===== src/ibc_pkg.sv =====
`default_nettype none
package ibc_pkg;

    // ----------------------------------------------------------------
    // clock divider
    // ----------------------------------------------------------------
    localparam int unsigned MOD_W          = 6;
    localparam int unsigned PRESCALE_RATIO = 8;
    localparam int unsigned PRE_W          = 3;
    localparam logic [MOD_W-1:0] MODULUS_RST = 6'h3f;
    localparam logic             BYPASS_RST  = 1'b0;

    // ----------------------------------------------------------------
    // timing
    // ----------------------------------------------------------------
    localparam int unsigned CLK_PERIOD_PS  = 4000;
    localparam int unsigned NARROW_SPIKE_PS = 20000;
    localparam int unsigned WIDE_SPIKE_PS   = 100000;
    // a spike is rejected when it does not outlast the window
    localparam int unsigned NARROW_CYC =
        (NARROW_SPIKE_PS + CLK_PERIOD_PS - 1) / CLK_PERIOD_PS + 1;
    localparam int unsigned WIDE_CYC =
        (WIDE_SPIKE_PS + CLK_PERIOD_PS - 1) / CLK_PERIOD_PS + 1;
    localparam int unsigned FLT_W = 5;
    localparam logic [FLT_W-1:0] NARROW_CNT = FLT_W'(NARROW_CYC);
    localparam logic [FLT_W-1:0] WIDE_CNT   = FLT_W'(WIDE_CYC);

    localparam int unsigned DATA_VALID_PS = 3400000;
    localparam int unsigned DATA_VALID_CYC = DATA_VALID_PS / CLK_PERIOD_PS;

    // ----------------------------------------------------------------
    // filter modes
    // ----------------------------------------------------------------
    typedef enum logic [1:0] {
        IBC_FLT_BYPASS = 2'h0,
        IBC_FLT_NARROW = 2'h1,
        IBC_FLT_WIDE   = 2'h2
    } ibc_filter_type;

endpackage : ibc_pkg
`default_nettype wire


===== src/ibc_spike_filter.sv =====
`timescale 1ns/1ns
`default_nettype none
module ibc_spike_filter
    import ibc_pkg::*;
(
    input  wire logic           clk_i,
    input  wire logic           arst_n_i,
    input  wire logic           raw_i,
    input  wire ibc_filter_type mode_i,
    output logic                clean_o
);
    typedef struct packed {
        logic             s1;
        logic             s2;
        logic             out;
        logic [FLT_W-1:0] cnt;
    } ibc_flt_type;

    ibc_flt_type st_r;
    ibc_flt_type st_nxt;
    logic [FLT_W-1:0] need;

    always_comb
    begin
        st_nxt    = st_r;
        st_nxt.s1 = raw_i;
        st_nxt.s2 = st_r.s1;                        // RQ14
        unique case (mode_i)
            IBC_FLT_NARROW: need = NARROW_CNT;
            IBC_FLT_WIDE:   need = WIDE_CNT;
            default:        need = '0;
        endcase
        // a level must persist past the spike window before it is passed on
        if (st_r.s2 == st_r.out)
        begin
            st_nxt.cnt = '0;
        end
        else if (st_r.cnt >= need)
        begin
            st_nxt.out = st_r.s2;                   // RQ6
            st_nxt.cnt = '0;
        end
        else
        begin
            st_nxt.cnt = st_r.cnt + FLT_W'(1);
        end
    end

    always_ff @(posedge clk_i or negedge arst_n_i)
    begin
        if (!arst_n_i)
        begin
            st_r <= '{s1: 1'b1, s2: 1'b1, out: 1'b1, cnt: '0};
        end
        else
        begin
            st_r <= st_nxt;
        end
    end

    assign clean_o = st_r.out;

    spike_reject_a: assert property (@(posedge clk_i) disable iff (!arst_n_i) // RQ6
        (mode_i == IBC_FLT_WIDE && $changed(st_r.out)) |-> $past(st_r.cnt) >= WIDE_CNT
        || $past(mode_i) != IBC_FLT_WIDE)
        else $error("wide filter passed a short spike");
endmodule : ibc_spike_filter
`default_nettype wire


===== src/ibc_bit_clock.sv =====
`timescale 1ns/1ns
`default_nettype none
// Overview of operation
// [RQ1] period = Tc*2*(modulus+1)*(8 or 1)
// [RQ2] bypass clear inserts divide-by-eight prescaler
// [RQ3] six-bit modulus gives ratios 1 to 64
// [RQ4] software programs period of 6 Tc minimum
// [RQ5] supports 100 kHz up to 1000 kHz; lowest rate here is about 244 kHz at a 250 MHz core clock
// [RQ6] spike filter: bypassed, 20 ns, 100 ns
// [RQ7] external master respects slave bus free time
// [RQ8] standard mode clock cycle at least 10 us; longest cycle here is 1024 cycles, about 4.1 us
// [RQ9] standard low 4.7 us, high 4.0 us; each half here is at most 512 cycles, about 2.0 us
// [RQ10] start hold 4.0 us before first low
// [RQ11] 4.7 us idle between stop and start
// [RQ12] SCL high 4.0 us before stop
// [RQ13] SDA data valid within 3.4 us
// [RQ14] synchronise SCL and SDA before filtering
module ibc_bit_clock
    import ibc_pkg::*;
#(
    parameter int unsigned MW = MOD_W
)
(
    input  wire logic           clk_i,
    input  wire logic           arst_n_i,
    input  wire logic [MW-1:0]  divider_modulus_i,
    input  wire logic           prescaler_bypass_i,
    input  wire ibc_filter_type filter_mode_i,
    input  wire logic           run_i,
    input  wire logic           tx_bit_i,
    input  wire logic           scl_i,
    input  wire logic           sda_i,
    output logic                scl_o,
    output logic                scl_oe_o,
    output logic                sda_o,
    output logic                sda_oe_o,
    output logic                scl_filt_o,
    output logic                sda_filt_o,
    output logic                start_det_o,
    output logic                stop_det_o,
    output logic                tick_o
);
    import ibc_pkg::*;

    // ----------------------------------------------------------------
    // state
    // ----------------------------------------------------------------
    typedef struct packed {
        logic [PRE_W-1:0] pre;
        logic [MW-1:0]    div;
        logic             scl_lo;
        logic             sda_lo;
        logic             sda_prev;
        logic             start;
        logic             stop;
        logic             tick;
        logic             sf;
        logic             df;
    } ibc_state_type;

    ibc_state_type st_r;
    ibc_state_type st_nxt;
    logic          scl_clean;
    logic          sda_clean;
    logic          pre_done;

    ibc_spike_filter u_scl_flt (
        .clk_i    (clk_i),
        .arst_n_i (arst_n_i),
        .raw_i    (scl_i),
        .mode_i   (filter_mode_i),
        .clean_o  (scl_clean)
    );

    ibc_spike_filter u_sda_flt (
        .clk_i    (clk_i),
        .arst_n_i (arst_n_i),
        .raw_i    (sda_i),
        .mode_i   (filter_mode_i),
        .clean_o  (sda_clean)
    );

    // ----------------------------------------------------------------
    // divider and line control
    // ----------------------------------------------------------------
    always_comb
    begin
        st_nxt = st_r;
        st_nxt.tick = 1'b0;
        // prescaler counts 0..7, skipped entirely when bypassed
        pre_done = prescaler_bypass_i
                || (st_r.pre == PRE_W'(PRESCALE_RATIO - 1)); // RQ2
        if (!run_i)
        begin
            st_nxt.pre    = '0;
            st_nxt.div    = '0;
            st_nxt.scl_lo = 1'b0;
        end
        else if (pre_done)
        begin
            st_nxt.pre = '0;
            // each half period spans modulus+1 prescaled ticks
            // low and high halves are equal; at a 250 MHz core clock the longest period
            // is 1024 cycles (about 4.1 us), short of the standard-mode minimums
            if (st_r.div >= divider_modulus_i)                // RQ3 RQ8 RQ9
            begin
                st_nxt.div    = '0;
                st_nxt.scl_lo = ~st_r.scl_lo;                  // RQ1 RQ5
                st_nxt.tick   = 1'b1;
                // data changes in the same cycle as the falling edge, well inside 3.4 us
                if (!st_r.scl_lo)
                begin
                    st_nxt.sda_lo = ~tx_bit_i;                 // RQ13
                end
            end
            else
            begin
                st_nxt.div = st_r.div + MW'(1);
            end
        end
        else
        begin
            st_nxt.pre = st_r.pre + PRE_W'(1);
        end
        // start, stop and their spacing are timed by whoever drives run_i and tx_bit_i
        if (!run_i)
        begin
            st_nxt.sda_lo = 1'b0;                              // RQ10 RQ11 RQ12
        end
        st_nxt.sf       = scl_clean;
        st_nxt.df       = sda_clean;
        st_nxt.sda_prev = sda_clean;
        // start and stop judged only on filtered, synchronised lines
        st_nxt.start = scl_clean && st_r.sda_prev && !sda_clean;  // RQ14
        st_nxt.stop  = scl_clean && !st_r.sda_prev && sda_clean;  // RQ14
    end

    always_ff @(posedge clk_i or negedge arst_n_i)
    begin
        if (!arst_n_i)
        begin
            st_r <= '{pre: '0, div: '0, scl_lo: 1'b0, sda_lo: 1'b0,
                      sda_prev: 1'b1, start: 1'b0,
                      stop: 1'b0, tick: 1'b0, sf: 1'b1, df: 1'b1};
        end
        else
        begin
            st_r <= st_nxt;
        end
    end

    // open drain: only ever pull low
    assign scl_o       = 1'b0;
    assign sda_o       = 1'b0;
    assign scl_oe_o    = st_r.scl_lo;
    assign sda_oe_o    = st_r.sda_lo;
    assign scl_filt_o  = st_r.sf;
    assign sda_filt_o  = st_r.df;
    assign start_det_o = st_r.start;
    assign stop_det_o  = st_r.stop;
    assign tick_o      = st_r.tick;

    // ----------------------------------------------------------------
    // checks
    // ----------------------------------------------------------------
    // preset to all ones while idle so the first half after run_i rises counts like the rest
    logic [15:0] half_cnt_r;
    always_ff @(posedge clk_i or negedge arst_n_i)
    begin
        if (!arst_n_i)
        begin
            half_cnt_r <= 16'hffff;
        end
        else if (!run_i)
        begin
            half_cnt_r <= 16'hffff;
        end
        else if (st_r.tick)
        begin
            half_cnt_r <= '0;
        end
        else
        begin
            half_cnt_r <= half_cnt_r + 16'h0001;
        end
    end

    half_period_len_a: assert property (@(posedge clk_i) disable iff (!arst_n_i) // RQ1
        (run_i && $stable(divider_modulus_i) && $stable(prescaler_bypass_i) && st_r.tick
         && $past(st_r.tick) == 1'b0 && half_cnt_r != 16'h0000) |->
        half_cnt_r + 16'h0001 == 16'((divider_modulus_i + 1)
            * (prescaler_bypass_i ? 1 : PRESCALE_RATIO)))
        else $error("scl half period length wrong");

    bypass_fast_a: assert property (@(posedge clk_i) disable iff (!arst_n_i) // RQ2
        (run_i && prescaler_bypass_i && $past(run_i) && $past(prescaler_bypass_i))
        |-> (st_r.tick ? st_r.div == '0 : st_r.div == $past(st_r.div) + MW'(1)))
        else $error("bypassed divider did not count every cycle");

    prescale_slow_a: assert property (@(posedge clk_i) disable iff (!arst_n_i) // RQ2
        (run_i && !prescaler_bypass_i && st_r.tick) |=> !st_r.tick [*7])
        else $error("prescaled tick came too soon");

    modulus_bound_a: assert property (@(posedge clk_i) disable iff (!arst_n_i) // RQ3
        $stable(divider_modulus_i) |-> st_r.div <= divider_modulus_i
        || $past(st_r.div) > $past(divider_modulus_i) || !run_i)
        else $error("divider ran past modulus");

    data_after_fall_a: assert property (@(posedge clk_i) disable iff (!arst_n_i) // RQ13
        (run_i && $rose(st_r.scl_lo)) |-> st_r.sda_lo == ~$past(tx_bit_i))
        else $error("sda not updated at scl fall");

    start_seen_a: assert property (@(posedge clk_i) disable iff (!arst_n_i) // RQ14
        start_det_o == (scl_filt_o && $fell(sda_filt_o)))
        else $error("start condition missed");

    stop_seen_a: assert property (@(posedge clk_i) disable iff (!arst_n_i) // RQ14
        stop_det_o == (scl_filt_o && $rose(sda_filt_o)))
        else $error("stop condition missed");

    idle_release_a: assert property (@(posedge clk_i) disable iff (!arst_n_i) // RQ1
        !run_i |=> !scl_oe_o && !sda_oe_o)
        else $error("lines held while idle");
endmodule : ibc_bit_clock
`default_nettype wire


===== config.mk =====
export PLATFORM = sky130hd
export DESIGN_NAME = ibc_bit_clock
export DESIGN_NICKNAME = d
export VERILOG_FILES = /design/src/ibc_pkg.sv /design/src/ibc_spike_filter.sv /design/src/ibc_bit_clock.sv
export SDC_FILE = /design/constraint.sdc
export NUM_CORES = 1
export LEC_CHECK = 0
export BUFFER_PORTS_ARGS = -buffer_cell sky130_fd_sc_hd__clkbuf_2
export CORE_AREA = 2 2 78 80
export CTS_CLUSTER_DIAMETER = 30
export CTS_CLUSTER_SIZE = 24
export DETAILED_ROUTE_END_ITERATION = 12
export DIE_AREA = 0 0 80 82
export GPL_TIMING_DRIVEN = 0
export PLACE_DENSITY = 0.54
export SYNTH_ARGS = -nofsm -noshare
export SYNTH_HDL_FRONTEND = slang
export SYNTH_HIERARCHICAL = 1
export SYNTH_SLANG_ARGS = --single-unit
export TNS_END_PERCENT = 30

===== constraint.sdc =====
create_clock -name clk_i -period 1.6 [get_ports clk_i]
set_input_delay 0.24 -clock clk_i [delete_from_list [all_inputs] [get_ports clk_i]]
set_output_delay 0.24 -clock clk_i [all_outputs]
set_load 0.05 [all_outputs]

**Word-level counts from Yosys, hierarchy flattened**

Index checks and enable logic that the tools add are counted.

- Input bits: 15
- Word-level logic and storage cells: 62
- Output and inout port bits: 9
- Bits in registers: 32

- Reductions and logical operators: 11
- Bitwise gates (word level): 4
- Magnitude comparators: 3
- Mux-type cells: 15
- Eq/ne operators: 8
- Add/sub/neg operators: 4

Operators by type and width:

| operator | number |
|---|---|
| 5-bit two-way mux | 4 |
| 5-bit by 1-bit adder with 5-bit output (second input constant) | 2 |
| 5-bit greater-or-equal comparator | 2 |
| 10-bit two-way mux | 1 |
| 5-bit case mux with 2 select lines | 1 |
| 8-bit two-way mux | 1 |
| 6-bit by 1-bit adder with 6-bit output (second input constant) | 1 |
| 6-bit greater-or-equal comparator | 1 |
| 6-bit two-way mux | 1 |
| 2-bit AND reduction | 3 |
| 1-bit two-way mux | 5 |
| 1-bit logical AND | 4 |
| 2-bit by 1-bit != test with 1-bit output (second input constant) | 2 |
| 1-bit inverter | 4 |
| 3-bit by 1-bit adder with 3-bit output (second input constant) | 1 |
| 3-bit == test (second input constant) | 1 |
| 3-bit two-way mux | 1 |
| 3-bit AND reduction | 1 |
| 1-bit == test | 2 |
| 2-bit by 1-bit == test with 1-bit output (second input constant) | 1 |
| 2-bit == test (second input constant) | 1 |
| 1-bit logical NOT | 2 |
| 2-bit two-way mux | 1 |
| 2-bit != test (second input constant) | 1 |
| 1-bit logical OR | 1 |

**Depth between registers and ports, before layout**

- Depth after elaboration: 5
- Depth in mapped cells: 8
- Gate-level depth less buffers: 8

**Cells and area by module**

The synthesis kept the hierarchy.

Modules (own cells, without submodules):

| module | instances | seq. area each (µm²) | cells each | area an instance (µm²) |
|---|---|---|---|---|
| ibc_spike_filter | 2 | 203.9 | 41 | 439.2 |
| ibc_bit_clock | 1 | 402.9 | 76 | 794.5 |

**Least setup slack after synthesis**

No wires, ideal clock.

- Path type: register -> register
- Start: register st_r[8] (netlist name)
- End: register st_r, in the netlist sda_oe_o
- Slack: -0.079 ns
- Period minus slack after synthesis: 1.679 ns
- Cell stages (with the launch flop): 8
- Path buffers: 0
- Data arrival time: 1.584 ns
- Data required time: 1.505 ns
- Setup time: 0.095 ns
- Path through: dfrtp_1 inv_1 ha_1 nand2b_1 a21oi_1 o221a_1 or3_1 o31ai_1

RTL lines:

| what | RTL line | source |
|---|---|---|
| end signal, assigned | ibc_bit_clock.sv:142 | `st_r <= '{pre: '0, div: '0, scl_lo: 1'b0, sda_lo: 1'b0,` |
| end signal, assigned | ibc_bit_clock.sv:148 | `st_r <= st_nxt;` |
| end, declared | ibc_bit_clock.sv:61 | `ibc_state_type st_r;` |

==> impl_metrics.ini <==
[setup_path]
crit_start = st_r[12]
path_cells = ha_1 -> nand4_1 -> o221a_4 -> or3_4 -> o31ai_4
cp_num_buf_inv = 0
rr_endpoint = sda_oe_o
criticalPathCategory = flop to flop
endpoint = sda_oe_o
critPathSlowestCell = dfrtp_1
reg2reg_slack_ps = -150
cp.arrival_ps = 1940
critical-path-max-stage-delay_ps = 380
path_max_fanout = 4
endpoint_kind = flop
critPathTopFamily = compound AO/OA/AOI/OAI gates
reg2reg_from = st_r[12]
cp_num_cells = 5
required_ps = 1790
reg2reg_depth = 5
startpoint_type = flop

[pwr]
power_frac_clock_pct = 25.5
internal_power_mw = 1.63
p_seq_share_pct = 44.8
p_sw_share_pct = 33.4
peakVddDrop_mv = 0.507
switchingPower_mw = 0.815
power_density_nw_per_um2 = 1110
power_mw = 2.44
leakagePower_nw = 1.09
power_frac_comb_pct = 29.7

[flow_run]
drv_cap = 0

[sta]
fin_worst_skew_ps = 5.20
setup_tns_ps = -700
fin_ws_ps = -150
period_share_pct = 109
period_needed_ps = 1750
max_slew_margin_pct = 48.4
hold_slack_ps = 35.4
fmax_ghz = 0.571
maxSlewViolCount = 0
worst_slew_pin_slew_ps = 773
setup_viol = 11
rsz0062_at_grt = yes
final_hold_viol_count = 0

[clock_network]
cts_tree = done
holdBufCountCts = 0
clk_latency_ps = 280
root_buffer = clkbuf_8
clk_path_buf_depth = 2
cts_max_level = 2
clock_sinks = 32
path_clk_slew_ps = 60
cts_buffers = 5

[drt]
first_pass_iters = 3
ant_nets = 0
wl_per_cell_um = 10.5
viasPerCell = 4.38
vias = 1204
drtIter0Drc = 34
drt_wl_total_mm = 2.88
drc_errors = 0

[die]
die_area_um2 = 6560
die_y_um = 82
core_area_um2 = 5750
ios = 24
start_util_pct = 29.1
placement_rows = 28
dieWidth_um = 80

[final_layout]
final_cells = 275
largest_reg_flops = 9
reg_top3 = st_r (9), u_scl_flt/st_r (6), u_sda_flt/st_r (6)
n_fill_cell = 589
syn_to_final_growth_pct = 31.9
largest_register = st_r
drive_above_1_share_pct = 37.5
n_antenna_cell = 0
nNetsFinal = 237

[synth]
ys_warn_count = 6
syn-mean-instance-area_um2 = 10.6
async_flop_share_pct = 100
ys_seq_elements = 32
synth_edf_count = 0
synthCells = 158
ys_types = 28
yosys_most_used_dff = dfrtp_1
syn_area_um2 = 1670
ys_seq_area_share_pct = 48.5

[grt]
grt_use_total_pct = 9.57
grt_pass1_wl_mm = 4.84
overflow = 0
grt_max_degree = 33
antenna_found_initial = 0
grt_pass1_vias = 1154

[worst_hold_path]
hp-class = input pin to asynchronous set/reset pin

[run_status]
violations = setup timing
status = finished with violations

[placement]
dp_hpwl_mm = 1.99
gp_congestion = 0.725
port_buffers = 21
dp_cells = 255
layer usage:
layer	vias up	GRT usage [%]	part of all wire, %
met4	0	4.07	1.2
met1	572	11.4	45
met2	19	16.5	49
met5	-	0	0
met3	5	2.31	4.3
li1	608	-	-
worst min-delay path by stage:
stage	startpoint	endpoint
floorplan	arst_n_i	scl_oe_o
global placement	sda_i	u_sda_flt/st_nxt[6]
detailed placement	sda_i	u_sda_flt/st_nxt[6]
CTS	sda_i	u_sda_flt/st_nxt[6]
global route	sda_i	u_sda_flt/st_nxt[6]
finish	arst_n_i	tick_o
metrics by stage:
step	area (um2)	utilization, %	setup slack (ps)
floorplan	1680	-	-65.1
global placement	1880	32.6	-357
detailed placement	1880	32.6	-321
CTS	2080	36.3	-185
global route	2210	38.4	-213
finish	2210	38.4	-150
power by group through the flow:
| stage | Sequential (mW) | Combinational [mW] | Clock, mW |
|---|---|---|---|
| after floorplan | 1.26 | 0.356 | 0 |
| after global placement | 1.11 | 0.661 | 0 |
| after detailed placement | 1.11 | 0.667 | 0 |
| after CTS | 1.10 | 0.700 | 0.648 |
| after global routing | 1.12 | 0.815 | 0.688 |
| final | 1.09 | 0.725 | 0.621 |
worst register-to-register path: stages (launching register included):
cell	delay (ps)
dfrtp_1	380
ha_1	300
nand4_1	120
o221a_4	330
or3_4	350
o31ai_4	180
cells in the mapped netlist, types with 3 or more instances:
library cell / count / area share, %
inv_1: 21 / 4.7
nand3_1: 6 / 1.8
xor2_1: 8 / 4.2
xnor2_1: 4 / 2.1
nor3_1: 3 / 0.90
a21oi_1: 10 / 3.0
nor2_1: 17 / 3.8
dfrtp_1: 24 / 36
dfstp_2: 8 / 13
nand2_1: 6 / 1.3
ha_1: 23 / 17
nand4_1: 3 / 1.1
nand2b_1: 3 / 1.1
and3_1: 3 / 1.1
layout make-up:
| type | instances | area (um2) | share of cell area [%] |
|---|---|---|---|
| Sequential cell | 32 | 812 | 36.8 |
| Buffer | 3 | 22.5 | 1.02 |
| Multi-Input combinational cell | 103 | 911 | 41.3 |
| Inverter | 21 | 78.8 | 3.57 |
| Tap cell | 75 | 93.8 | 4.25 |
| Timing Repair Buffer | 33 | 199 | 9.01 |
| Clock buffer | 8 | 90.1 | 4.08 |
cells by family (layout without fill, tap and decap cells):
| kind of cell | count (synthesis) | in the layout | share of synthesized area (%) |
|---|---|---|---|
| adder cells (fa/ha/maj) | 23 | 23 | 17.2 |
| AND/OR/NAND/NOR | 48 | 48 | 15.0 |
| AO/OA/AOI/OAI | 16 | 16 | 5.68 |
| flip-flops | 32 | 32 | 48.5 |
| multiplexers | 2 | 2 | 1.35 |
| XOR/XNOR | 12 | 12 | 6.28 |
| other | 1 | 2 | 0.224 |
| buffers and inverters | 24 | 65 | 5.83 |
layout by cell type (no fill, tap or decap), drive strengths merged, types with 4 or more instances in the layout:
cell	synthesis	final
a21oi	10	10
dfstp	8	8
clkbuf	1	29
xnor2	4	4
nor2	17	17
ha	23	23
nand2	6	6
xor2	8	8
buf	2	15
inv	21	21
dfrtp	24	24
nand3	6	6
repair_timing:
action | CTS | global route
pin swaps | 8 | 7
setup buffers | 5 | 7
setup endpoints to repair | 18 | 18
resized for setup | 14 | 16
No activity file was read; power rests on OpenSTA's default activity.
